File: src/charge_time_pkg.sv
/*
 charge_time_pkg: register offsets, field positions, reset values and source codes of the
 charge-time edge control block.
 assumes: a 32-bit AXI4-Lite register bus, word aligned.
*/
package charge_time_pkg;
    // byte offsets: base word, its clear, set and invert aliases, and the status word
    localparam logic [7:0] OffControl = 8'h00;
    localparam logic [7:0] OffClear   = 8'h04;
    localparam logic [7:0] OffSet     = 8'h08;
    localparam logic [7:0] OffInvert  = 8'h0c;
    localparam logic [7:0] OffStatus  = 8'h10;

    // field positions
    localparam int Edge1ModeBit   = 31;
    localparam int Edge1PolBit    = 30;
    localparam int Edge1SelLsb    = 26;
    localparam int Edge2StatBit   = 25;
    localparam int Edge1StatBit   = 24;
    localparam int Edge2ModeBit   = 23;
    localparam int Edge2PolBit    = 22;
    localparam int Edge2SelLsb    = 18;
    localparam int EnableBit      = 15;
    localparam int IdleStopBit    = 13;
    localparam int DelayGenBit    = 12;
    localparam int EdgePassBit    = 11;
    localparam int EdgeOrderBit   = 10;
    localparam int GroundBit      = 9;
    localparam int TriggerBit     = 8;
    localparam int TrimLsb        = 2;
    localparam int RangeLsb       = 0;

    // implemented bits: 17, 16 and 14 read zero
    localparam logic [31:0] ImplMask     = 32'hfffcbfff;
    localparam logic [31:0] ControlReset = 32'h00000000;

    // source codes shared by both edge selectors
    localparam logic [3:0] SrcTimer1   = 4'h0;
    localparam logic [3:0] SrcCompare1 = 4'h1;
    localparam logic [3:0] SrcPin2     = 4'h2;
    localparam logic [3:0] SrcPin1     = 4'h3;
    localparam logic [3:0] SrcComp2    = 4'he;

    localparam logic [1:0] RespOkay   = 2'b00;
    localparam logic [1:0] RespSlvErr = 2'b10;
endpackage

File: src/edge_if.sv
/*
 edge_if: carries one edge channel's settings and result between the control block and
 an edge detector.
 assumes: one clock domain; source already synchronised.
*/
`timescale 1ns/1ps
interface edge_if;
    logic srcLevel;
    logic edgeMode;
    logic polarity;
    logic event_;
    modport ctrl (output srcLevel, output edgeMode, output polarity, input event_);
    modport det  (input srcLevel, input edgeMode, input polarity, output event_);
endinterface

File: src/charge_time_edge_control.sv
/*
 charge_time_edge_control: control word, edge source selection, status flags and analog
 control outputs of the charge-time measurement unit, behind an AXI4-Lite slave.
 assumes: source inputs arrive asynchronously; capture, compare and timer events and
 idleMode come from logic on clk.
*/
// Chosen here: the register addresses and the AXI4-Lite interface to the registers.
// Operation
// - edge2 flag shows edge2 seen, software writable
// - edge1 flag shows edge1 seen, software writable
// - edge2 mode bit: edge or level sensitive
// - edge2 polarity bit: rising or falling
// - edge2 codes f..c: comparators, bus clock
// - edge2 codes b..0: captures, pins, compare, timer
// - edge1 code 0000 selects timer1 event
// - bits 17 and 16 read zero
// - enable bit turns the unit on
// - idle-stop halts unit during idle mode
// - delay generation enable bit
// - edge pass bit blocks or passes edges
// - order bit: edge2 only after edge1
// - ground switch bit grounds current source
// - trigger output enable bit
// - signed six-bit current trim field
// - two-bit current range select
// - edge1 mode and polarity bits
// - edge1 source field: codes c..a captures, 9..4 pins, others as in edge2 field
// - clear, set, invert aliases at 4, 8, c
`timescale 1ns/1ps
module charge_time_edge_control #(
    parameter int PinCount = 13
) (
    // clock and reset
    input  wire logic                clk,
    input  wire logic                rstn,
    // axi4-lite write address
    input  wire logic [7:0]          s_axi_awaddr,
    input  wire logic                s_axi_awvalid,
    output logic                     s_axi_awready,
    // axi4-lite write data
    input  wire logic [31:0]         s_axi_wdata,
    input  wire logic [3:0]          s_axi_wstrb,
    input  wire logic                s_axi_wvalid,
    output logic                     s_axi_wready,
    // axi4-lite write response
    output logic [1:0]               s_axi_bresp,
    output logic                     s_axi_bvalid,
    input  wire logic                s_axi_bready,
    // axi4-lite read address
    input  wire logic [7:0]          s_axi_araddr,
    input  wire logic                s_axi_arvalid,
    output logic                     s_axi_arready,
    // axi4-lite read data
    output logic [31:0]              s_axi_rdata,
    output logic [1:0]               s_axi_rresp,
    output logic                     s_axi_rvalid,
    input  wire logic                s_axi_rready,
    // asynchronous edge sources
    input  wire logic [3:1]          comparatorOut,
    input  wire logic [PinCount:1]   edgePin,
    // synchronous edge sources and idle mode
    input  wire logic [3:1]          captureEvent,
    input  wire logic                compareEvent1,
    input  wire logic                timer1Event,
    input  wire logic                idleMode,
    // analog and trigger controls
    output logic                     unitActive,
    output logic                     delayGenActive,
    output logic                     sourceGround,
    output logic                     triggerOut,
    output logic [5:0]               currentTrim,
    output logic [1:0]               currentRange
);
    localparam int AsyncW = 3 + PinCount;

    // reset synchroniser
    logic rstMeta;
    logic rstSyncN;
    always_ff @(posedge clk or negedge rstn) begin
        if (!rstn) begin
            rstMeta  <= 1'b0;
            rstSyncN <= 1'b0;
        end else begin
            rstMeta  <= 1'b1;
            rstSyncN <= rstMeta;
        end
    end

    // two-stage synchronisers for comparators and pins
    logic [AsyncW-1:0] asyncIn;
    logic [AsyncW-1:0] syncMeta;
    logic [AsyncW-1:0] syncReg;
    assign asyncIn = {comparatorOut, edgePin};
    always_ff @(posedge clk or negedge rstSyncN) begin
        if (!rstSyncN) begin
            syncMeta <= '0;
            syncReg  <= '0;
        end else begin
            syncMeta <= asyncIn;
            syncReg  <= syncMeta;
        end
    end
    logic [3:1]          compSync;
    logic [PinCount:1]   pinSync;
    assign compSync = syncReg[AsyncW-1:PinCount];
    assign pinSync  = syncReg[PinCount-1:0];

    // control register
    logic [31:0] ctrlReg;
    logic [31:0] ctrlNext;

    logic clkPhaseReg;
    // source mux; channel 2 takes bus clock at code c and a pin block offset by 6
    function automatic logic pickSource(input logic [3:0] code, input logic second);
        logic r;
        r = 1'b0;
        case (code)
            4'hf: r = compSync[3];
            4'he: r = compSync[2];
            4'hd: r = compSync[1];
            4'hc: r = second ? clkPhaseReg : captureEvent[3];
            4'hb: r = second ? captureEvent[3] : captureEvent[2];
            4'ha: r = second ? captureEvent[2] : captureEvent[1];
            4'h9: r = second ? captureEvent[1] : pinSync[8];
            4'h8: r = second ? pinSync[13] : pinSync[7];
            4'h7: r = second ? pinSync[12] : pinSync[6];
            4'h6: r = second ? pinSync[11] : pinSync[5];
            4'h5: r = second ? pinSync[10] : pinSync[4];
            4'h4: r = second ? pinSync[9] : pinSync[3];
            charge_time_pkg::SrcPin1:     r = pinSync[1];
            charge_time_pkg::SrcPin2:     r = pinSync[2];
            charge_time_pkg::SrcCompare1: r = compareEvent1;
            charge_time_pkg::SrcTimer1:   r = timer1Event;
            default:                      r = 1'b0;
        endcase
        return r;
    endfunction

    // bus clock as a source: a toggling level at half rate, edge seen every other cycle
    always_ff @(posedge clk or negedge rstSyncN) begin
        if (!rstSyncN) begin
            clkPhaseReg <= 1'b0;
        end else begin
            clkPhaseReg <= ~clkPhaseReg;
        end
    end

    edge_if ch1 ();
    edge_if ch2 ();
    assign ch1.srcLevel = pickSource(ctrlReg[charge_time_pkg::Edge1SelLsb +: 4], 1'b0);
    assign ch2.srcLevel = pickSource(ctrlReg[charge_time_pkg::Edge2SelLsb +: 4], 1'b1);
    assign ch1.edgeMode = ctrlReg[charge_time_pkg::Edge1ModeBit];
    assign ch1.polarity = ctrlReg[charge_time_pkg::Edge1PolBit];
    assign ch2.edgeMode = ctrlReg[charge_time_pkg::Edge2ModeBit];
    assign ch2.polarity = ctrlReg[charge_time_pkg::Edge2PolBit];

    edge_qualifier det1 (
        .clk      (clk),
        .rstSyncN (rstSyncN),
        .ch       (ch1.det)
    );
    edge_qualifier det2 (
        .clk      (clk),
        .rstSyncN (rstSyncN),
        .ch       (ch2.det)
    );

    // run state and flag setting
    logic running;
    logic edgesOpen;
    logic set1;
    logic set2;
    assign running   = ctrlReg[charge_time_pkg::EnableBit] &
                       ~(ctrlReg[charge_time_pkg::IdleStopBit] & idleMode);
    assign edgesOpen = running & ctrlReg[charge_time_pkg::EdgePassBit];
    assign set1      = edgesOpen & ch1.event_;
    // with ordering on, edge2 counts only once edge1 is already recorded
    assign set2      = edgesOpen & ch2.event_ &
                       (~ctrlReg[charge_time_pkg::EdgeOrderBit] | ctrlReg[charge_time_pkg::Edge1StatBit]);

    // axi write channel: address and data latched independently
    logic        awHeld;
    logic        wHeld;
    logic [7:0]  awAddrReg;
    logic [31:0] wDataReg;
    logic [3:0]  wStrbReg;
    logic        doWrite;
    logic [31:0] strbMask;
    logic [31:0] wBits;
    logic        wHit;
    assign s_axi_awready = ~awHeld & ~s_axi_bvalid;
    assign s_axi_wready  = ~wHeld & ~s_axi_bvalid;
    assign doWrite       = awHeld & wHeld & ~s_axi_bvalid;
    assign strbMask      = {{8{wStrbReg[3]}}, {8{wStrbReg[2]}}, {8{wStrbReg[1]}}, {8{wStrbReg[0]}}};
    assign wBits         = wDataReg & strbMask & charge_time_pkg::ImplMask;
    assign wHit          = (awAddrReg == charge_time_pkg::OffControl) | (awAddrReg == charge_time_pkg::OffClear) |
                           (awAddrReg == charge_time_pkg::OffSet) | (awAddrReg == charge_time_pkg::OffInvert);

    // software update first, then hardware flag sets win over any clear in the same cycle
    logic [31:0] swNext;
    always_comb begin
        swNext = ctrlReg;
        if (doWrite) begin
            case (awAddrReg)
                charge_time_pkg::OffControl: swNext = (ctrlReg & ~(strbMask & charge_time_pkg::ImplMask)) | wBits;
                charge_time_pkg::OffClear:   swNext = ctrlReg & ~wBits;
                charge_time_pkg::OffSet:     swNext = ctrlReg | wBits;
                charge_time_pkg::OffInvert:  swNext = ctrlReg ^ wBits;
                default:                     swNext = ctrlReg;
            endcase
        end
        ctrlNext = swNext;
        ctrlNext[charge_time_pkg::Edge1StatBit] = swNext[charge_time_pkg::Edge1StatBit] | set1;
        ctrlNext[charge_time_pkg::Edge2StatBit] = swNext[charge_time_pkg::Edge2StatBit] | set2;
    end

    always_ff @(posedge clk or negedge rstSyncN) begin
        if (!rstSyncN) begin
            ctrlReg <= charge_time_pkg::ControlReset;
        end else begin
            ctrlReg <= ctrlNext;
        end
    end

    always_ff @(posedge clk or negedge rstSyncN) begin
        if (!rstSyncN) begin
            awHeld       <= 1'b0;
            wHeld        <= 1'b0;
            awAddrReg    <= 8'h00;
            wDataReg     <= 32'h00000000;
            wStrbReg     <= 4'h0;
            s_axi_bvalid <= 1'b0;
            s_axi_bresp  <= charge_time_pkg::RespOkay;
        end else begin
            if (s_axi_awvalid && s_axi_awready) begin
                awHeld    <= 1'b1;
                awAddrReg <= {s_axi_awaddr[7:2], 2'b00};
            end
            if (s_axi_wvalid && s_axi_wready) begin
                wHeld    <= 1'b1;
                wDataReg <= s_axi_wdata;
                wStrbReg <= s_axi_wstrb;
            end
            if (doWrite) begin
                awHeld       <= 1'b0;
                wHeld        <= 1'b0;
                s_axi_bvalid <= 1'b1;
                s_axi_bresp  <= wHit ? charge_time_pkg::RespOkay : charge_time_pkg::RespSlvErr;
            end else if (s_axi_bready) begin
                s_axi_bvalid <= 1'b0;
            end
        end
    end

    // read channel; alias offsets read back the control word
    logic [7:0]  rAddr;
    logic [31:0] statusWord;
    logic        rHit;
    logic [31:0] rWord;
    assign s_axi_arready = ~s_axi_rvalid;
    assign rAddr         = {s_axi_araddr[7:2], 2'b00};
    assign statusWord    = {28'h0000000, set2, set1, edgesOpen, running};
    assign rHit          = (rAddr == charge_time_pkg::OffStatus) | (rAddr <= charge_time_pkg::OffInvert);
    assign rWord         = (rAddr == charge_time_pkg::OffStatus) ? statusWord :
                           (rHit ? (ctrlReg & charge_time_pkg::ImplMask) : 32'h00000000);

    always_ff @(posedge clk or negedge rstSyncN) begin
        if (!rstSyncN) begin
            s_axi_rvalid <= 1'b0;
            s_axi_rdata  <= 32'h00000000;
            s_axi_rresp  <= charge_time_pkg::RespOkay;
        end else begin
            if (s_axi_arvalid && s_axi_arready) begin
                s_axi_rvalid <= 1'b1;
                s_axi_rdata  <= rWord;
                s_axi_rresp  <= rHit ? charge_time_pkg::RespOkay : charge_time_pkg::RespSlvErr;
            end else if (s_axi_rready) begin
                s_axi_rvalid <= 1'b0;
            end
        end
    end

    // analog controls follow the register; trim and range pass raw to the analog trim decoder
    always_ff @(posedge clk or negedge rstSyncN) begin
        if (!rstSyncN) begin
            unitActive     <= 1'b0;
            delayGenActive <= 1'b0;
            sourceGround   <= 1'b0;
            triggerOut     <= 1'b0;
            currentTrim    <= 6'h00;
            currentRange   <= 2'h0;
        end else begin
            unitActive     <= running;
            delayGenActive <= running & ctrlReg[charge_time_pkg::DelayGenBit];
            sourceGround   <= ctrlReg[charge_time_pkg::GroundBit];
            // trigger pulses on an edge2 event while enabled
            triggerOut     <= ctrlReg[charge_time_pkg::TriggerBit] & set2;
            currentTrim    <= ctrlReg[charge_time_pkg::TrimLsb +: 6];
            currentRange   <= ctrlReg[charge_time_pkg::RangeLsb +: 2];
        end
    end
endmodule

File: src/edge_qualifier.sv
/*
 edge_qualifier: turns a selected, synchronised source level into an event, one cycle long in edge mode,
 edge- or level-sensitive, with selectable polarity.
 assumes: srcLevel is already on clk; rstSyncN is the synchronised active-low reset.
*/
`timescale 1ns/1ps
module edge_qualifier (
    // clock and reset
    input wire logic clk,
    input wire logic rstSyncN,
    // edge channel
    edge_if.det      ch
);
    logic prevReg;
    logic activeNow;
    logic activePrev;

    assign activeNow  = ch.polarity ? ch.srcLevel : ~ch.srcLevel;
    assign activePrev = ch.polarity ? prevReg : ~prevReg;
    // edge mode fires on the transition into the active level, level mode whenever active
    assign ch.event_  = ch.edgeMode ? (activeNow & ~activePrev) : activeNow;

    always_ff @(posedge clk or negedge rstSyncN) begin
        if (!rstSyncN) begin
            prevReg <= 1'b0;
        end else begin
            prevReg <= ch.srcLevel;
        end
    end
endmodule

File: config.mk
export PLATFORM = sky130hd
export DESIGN_NAME = charge_time_edge_control
export DESIGN_NICKNAME = d
export VERILOG_FILES = /design/src/charge_time_pkg.sv /design/src/edge_if.sv /design/src/charge_time_edge_control.sv /design/src/edge_qualifier.sv
export SDC_FILE = /design/constraint.sdc
export NUM_CORES = 1
export LEC_CHECK = 0
export BUFFER_PORTS_ARGS = -buffer_cell sky130_fd_sc_hd__buf_2
export CAP_MARGIN = 20
export CELL_PAD_IN_SITES_DETAIL_PLACEMENT = 0
export CELL_PAD_IN_SITES_GLOBAL_PLACEMENT = 1
export CORE_MARGIN = 2
export CORE_UTILIZATION = 40
export CTS_CLUSTER_DIAMETER = 60
export DETAILED_ROUTE_END_ITERATION = 10
export GPL_ROUTABILITY_DRIVEN = 0
export PLACE_DENSITY_LB_ADDON = 0.2
export SETUP_SLACK_MARGIN = 0.15
export SLEW_MARGIN = 10
export SYNTH_ARGS = -nofsm -noshare
export SYNTH_HDL_FRONTEND = slang
export SYNTH_SLANG_ARGS = --single-unit
export TNS_END_PERCENT = 5
File: constraint.sdc
create_clock -name clk -period 4.45 [get_ports clk]
set_clock_uncertainty 0.2 [all_clocks]
set_input_delay 1.1125 -clock clk [delete_from_list [all_inputs] [get_ports clk]]
set_output_delay 1.1125 -clock clk [all_outputs]
set_load 0.02 [all_outputs]
==> impl_metrics.env, run 1 <==
export IMPL_cts_root_buf="clkbuf_16"
export IMPL_synth_seq_cells=152
export IMPL_leakage_nw=4.20
export IMPL_synth_most_common_cell="dfrtp_1"
export IMPL_grtUsageTotal=0.191
export IMPL_post_route_util=0.490
export IMPL_crit_type="in -> reg"
export IMPL_min_from="syncMeta[5]"
export IMPL_post_cts_buffers=0
export IMPL_peakVddDrop_mv=0.287
export IMPL_synth_edf_count=0
export IMPL_pwr_share_seq=0.409
export IMPL_placed_cell_area_um2=8170
export IMPL_layout_setup_ws_ps=1680
export IMPL_first_pass_iters=5
export IMPL_status="finished clean"
export IMPL_tns_ps=0
export IMPL_drive_gt1_frac=0.302
export IMPL_crit_arrival_ps=2880
export IMPL_fp_row_count=49
export IMPL_syn_avg_cell_area_um2=10.8
export IMPL_yosys_area_top_type="dfrtp_1"
export IMPL_ant_nets=0
export IMPL_start_kind="input port"
export IMPL_max_freq_mhz=361
export IMPL_p_comb_frac=0.289
export IMPL_synthArstFlopShare=1.00
export IMPL_die_area_um2=19500
export IMPL_worstMarginPinSlew_ps=1020
export IMPL_min_path_cells=0
export IMPL_reg2reg_to="ctrlReg[25]"
export IMPL_die_w_um=140
export IMPL_whs_ps=145
export IMPL_cts_buffer_depth=2
export IMPL_coreArea_um2=18000
export IMPL_fin_crit_ps=2770
export IMPL_drt_iter0_markers=257
export IMPL_drv_slew=0
export IMPL_design_area_um2=8830
export IMPL_cts_buffers=17
export IMPL_cp_max_fo=3
export IMPL_synth_ff_type="dfrtp_1"
export IMPL_synth_area_leaders="dfrtp_1 52%, mux2_2 10%, ha_1 9.9%"
export IMPL_multi_input_area_um2=3280
export IMPL_synth_seq_area_share=0.517
export IMPL_cts_tree="done"
export IMPL_synth_common_cells="152 x dfrtp_1, 142 x nand2_1, 68 x mux2_2, 59 x o21ai_0, 58 x ha_1"
export IMPL_wl_um=17900
export IMPL_synth_area_um2=7360
export IMPL_max_cap_violations=0
export IMPL_ctsResizeCount=0
export IMPL_antenna_found_initial=0
export IMPL_detail_route_wl_per_cell_um=17.3
export IMPL_hold_path_end="syncReg[5]"
export IMPL_r2r_cells=5
export IMPL_period_share=0.623
export IMPL_hold_viol_final=0
export IMPL_stdcell_count=1033
export IMPL_grt_pass1_wl_um=29600
export IMPL_areaGrowthSynthToFinish_pct=19.9
export IMPL_final_net_count=930
export IMPL_clkSinkCount=152
export IMPL_crit_required_ps=4560
export IMPL_grt_overflow_total=0
export IMPL_portBuffers=121
export IMPL_antenna_cells=0
export IMPL_power_total_mw=4.81
export IMPL_num_vias=5412
export IMPL_dp_hpwl_um=12100
export IMPL_p_int_mw=3.09
export IMPL_boundaryPins=134
export IMPL_p_sw_frac=0.357
export IMPL_drcViolationCount=0
export IMPL_htree_levels=4
export IMPL_ff2ff_setup_slack_ps=1730
export IMPL_hp_class="reg -> reg"
export IMPL_power_switching_mw=1.72
export IMPL_end_kind="register"
export IMPL_regArea_um2=3810
export IMPL_slew_headroom=0.319
export IMPL_syn_inst=679
export IMPL_clkPwrFrac=0.302
export IMPL_clkSlewWorstSetupHoldPaths_ps=70
export IMPL_preCtsSetupSlack_ps=1250
export IMPL_first_global_vias=5661
export IMPL_die_y_um=140
export IMPL_r2r_start="ctrlReg[18]"
export IMPL_synth_cell_types=37
export IMPL_holdBufCountCts=0
export IMPL_dp_cells=998
export IMPL_finalSetupViolCount=0
export IMPL_start_util=0.408
export IMPL_powerDensity_nw_per_um2=545
export IMPL_grt_max_degree=76
export IMPL_synth_top_area_share=0.517
export IMPL_viasPerCell=5.24
export IMPL_clk_latency_ps=430
export IMPL_nFillCells=1693
export IMPL_rsz0062_at_grt="no"
export IMPL_ys_warn_count=0
==> worst max-delay path, stage by stage <==
cell	delay [ps]
buf_2	110
mux4_1	480
mux4_2	520
mux2i_2	280
nor3_1	110
a221o_1	270
==> power by group through the flow <==
stage	Clock [mW]	Sequential, mW	Combinational (mW)
after floorplan	0	1.88	1.03
after global placement	0	1.99	1.28
after detailed placement	0	2.01	1.37
after CTS	1.48	1.98	1.38
final	1.45	1.97	1.39
after global routing	1.54	2.01	1.57
==> metal layers <==
layer	up-vias	routed length [um]	track usage
li1	2555	-	-
met1	2711	8090	0.245
met2	128	8870	0.332
met3	18	715	0.0396
met4	0	194	0.0516
met5	-	0	0
==> registers in the layout (all words and copies together), names as in the netlist, 2 cells and up <==
register / cells
wDataReg: 29
currentTrim: 6
ctrlReg: 29
wStrbReg: 4
s_axi_rdata: 29
awAddrReg: 6
currentRange: 2
syncMeta: 16
syncReg: 16
==> worst max path at each step <==
stage                                from          end  slack (ps)
after floorplan           captureEvent[1]  ctrlReg[25]        1540
after global placement    captureEvent[1]  ctrlReg[25]        1300
after detailed placement  captureEvent[2]  ctrlReg[25]        1250
after CTS                 captureEvent[2]  ctrlReg[25]        1690
after global routing          ctrlReg[18]  ctrlReg[25]        1630
final                     captureEvent[2]  ctrlReg[25]        1680
==> kinds of logic (layout without fill, tap and decap cells) <==
group,Yosys count,in the layout,share of synthesized area
simple gates,202,202,0.114
other cells,2,6,0.00102
mux,82,82,0.140
flops,152,152,0.517
buf+inv,76,197,0.0423
compound gates,107,107,0.0870
fa+ha+maj,58,58,0.0986
==> cell usage in the layout, fill, tap and decap left out, types with 4 or more instances in the layout <==
master / count
and3_1: 6
dfrtp_1: 151
a21oi_1: 8
nand3_1: 25
ha_1: 58
nand2_1: 142
clkinv_4: 4
mux4_2: 6
mux2i_1: 4
inv_1: 32
inv_8: 4
clkbuf_16: 17
conb_1: 6
buf_4: 8
a22oi_1: 21
mux2_2: 68
inv_6: 5
a32oi_1: 6
nor2_1: 15
buf_2: 121
o21ai_0: 59
==> final cells by class <==
type | count | share of cell area
Timing Repair Buffer | 133 | 0.0845
Inverter | 32 | 0.0136
Sequential cell | 152 | 0.431
Tap cell | 229 | 0.0325
Clock inverter | 14 | 0.0174
Multi-Input combinational cell | 455 | 0.371
Clock buffer | 18 | 0.0497
Power figures use the tool's default switching activity.
==> inputs of run 2 (changes only) <==
==> constraint.sdc (replaced) <==
create_clock -name clk -period 2.6 [get_ports clk]
set_clock_uncertainty 0.2 [all_clocks]
set_input_delay 0.65 -clock clk [delete_from_list [all_inputs] [get_ports clk]]
set_output_delay 0.65 -clock clk [all_outputs]
set_load 0.02 [all_outputs]
==> impl_metrics.env, run 2 (same netlist as run 1, synthesis figures left out) <==
export IMPL_die_w_um=140
export IMPL_detail_route_wl_per_cell_um=17.4
export IMPL_grt_overflow_total=0
export IMPL_htree_levels=4
export IMPL_die_area_um2=19500
export IMPL_drv_slew=0
export IMPL_die_y_um=140
export IMPL_clk_latency_ps=430
export IMPL_hold_viol_final=0
export IMPL_layout_commonest_cell="dfrtp_1"
export IMPL_leakage_nw=4.26
export IMPL_met1_usage=0.244
export IMPL_crit_arrival_ps=2490
export IMPL_reg2reg_to="ctrlReg[25]"
export IMPL_powerDensity_nw_per_um2=925
export IMPL_end_kind="register"
export IMPL_power_total_mw=8.29
export IMPL_use_met2=0.338
export IMPL_layout_common_cells="150 x dfrtp_1, 142 x nand2_1, 121 x buf_2"
export IMPL_start_kind="register"
export IMPL_first_pass_iters=4
export IMPL_clkSlewWorstSetupHoldPaths_ps=70
export IMPL_r2r_start="ctrlReg[18]"
export IMPL_period_share=0.916
export IMPL_drt_iter0_markers=253
export IMPL_grt_max_degree=81
export IMPL_cp_max_fo=5
export IMPL_worstMarginPinSlew_ps=658
export IMPL_first_global_vias=5792
export IMPL_antenna_cells=0
export IMPL_ff2ff_setup_slack_ps=220
export IMPL_crit_type="reg -> reg"
export IMPL_cts_buffers=17
export IMPL_largestRegisters="ctrlReg (29), s_axi_rdata (29), wDataReg (29)"
export IMPL_busiest_layer="met2"
export IMPL_viasPerCell=5.24
export IMPL_final_net_count=946
export IMPL_max_freq_mhz=420
export IMPL_slew_headroom=0.559
export IMPL_clkSinkCount=152
export IMPL_grt_util_met3=0.0375
export IMPL_start_util=0.408
export IMPL_rsz0062_at_grt="yes"
export IMPL_post_route_util=0.497
export IMPL_coreArea_um2=18000
export IMPL_grt_pass1_wl_um=30100
export IMPL_r2r_cells=5
export IMPL_num_vias=5498
export IMPL_areaGrowthSynthToFinish_pct=21.7
export IMPL_grtUsageTotal=0.195
export IMPL_drive_gt1_frac=0.323
export IMPL_cts_root_buf="clkbuf_16"
export IMPL_antenna_found_initial=0
export IMPL_crit_required_ps=2710
export IMPL_startpoint="ctrlReg[18]"
export IMPL_peakVddDrop_mv=0.530
export IMPL_fin_crit_ps=2380
export IMPL_finalSetupViolCount=0
export IMPL_cts_buffer_depth=2
export IMPL_fp_row_count=49
export IMPL_cts_tree="done"
export IMPL_max_cap_violations=0
export IMPL_boundaryPins=134
export IMPL_drcViolationCount=0
export IMPL_status="finished clean"
export IMPL_dp_hpwl_um=12900
export IMPL_portBuffers=121
export IMPL_wl_um=18300
export IMPL_ant_nets=0
export IMPL_critPathCapture="ctrlReg[25]"
export IMPL_hp_class="reg -> async"
## run 2: cell count changes in the layout (fill, tap and decap cells not counted), moves of 2 or more
cell / previous run / this run
mux4_1: 3 / 0
buf_4: 8 / 22
mux4_2: 6 / 9
clkinv_4: 4 / 2
inv_8: 4 / 7
buf_16: 2 / 0
buf_12: 0 / 5
## run 2: layout make-up
class / instances / area (um2)
fillers: 1677 / 9060
repair buffers: 149 / 881
inverters: 32 / 120
clock inverters: 15 / 153
multi-input cells: 455 / 3290
clock buffers: 17 / 425
flip-flops and latches: 152 / 3810
well taps: 229 / 287
## run 2: through the flow
step	std cells	instance area, um2	worst slack [ps]	hold WS (ps)	TNS (ps)
3_3_place_gp	1015	8350	-32.0	88.7	-32.0
4_1_cts	1048	8940	163	105	0
5_1_grt	1049	8960	128	105	0
3_5_place_dp	1015	8350	-72.6	97.5	-114
2_1_floorplan	683	7380	157	131	0
6_report	1049	8960	217	87.1	0
## run 2: timing repair
action	in CTS	in global routing
endpoints found under the setup margin	3	3
resized for setup	3	4
pin swaps	0	1
hold buffers	1	0
hold endpoints to repair	2	0
setup buffers	0	1
## run 2: worst min-delay path by stage
stage,start,to
finish,rstSyncN,wDataReg[26]
global route,edgePin[3],syncMeta[2]
CTS,edgePin[9],syncMeta[8]
detailed placement,rstSyncN,wDataReg[31]
global placement,rstSyncN,wDataReg[26]
floorplan,rstMeta,rstSyncN
## run 2: worst max-delay path, cell delays in order (launching register included)
cell	delay [ps]
dfrtp_2	450
mux4_2	530
mux4_2	530
mux2i_4	210
nor3_1	70
a221o_1	270
## run 2: layer usage
layer,wire [um],share of wire
met5,0,0
met4,359,0.020
met3,920,0.050
met1,7690,0.42
met2,9280,0.51
## run 2: power by group
group	leakage [nW]	switching [mW]	internal, mW	total [mW]
registers	1.93	0.590	2.83	3.42
clock network	0.289	1.13	1.29	2.42
logic	2.04	1.29	1.16	2.45
total	4.26	3.01	5.28	8.29
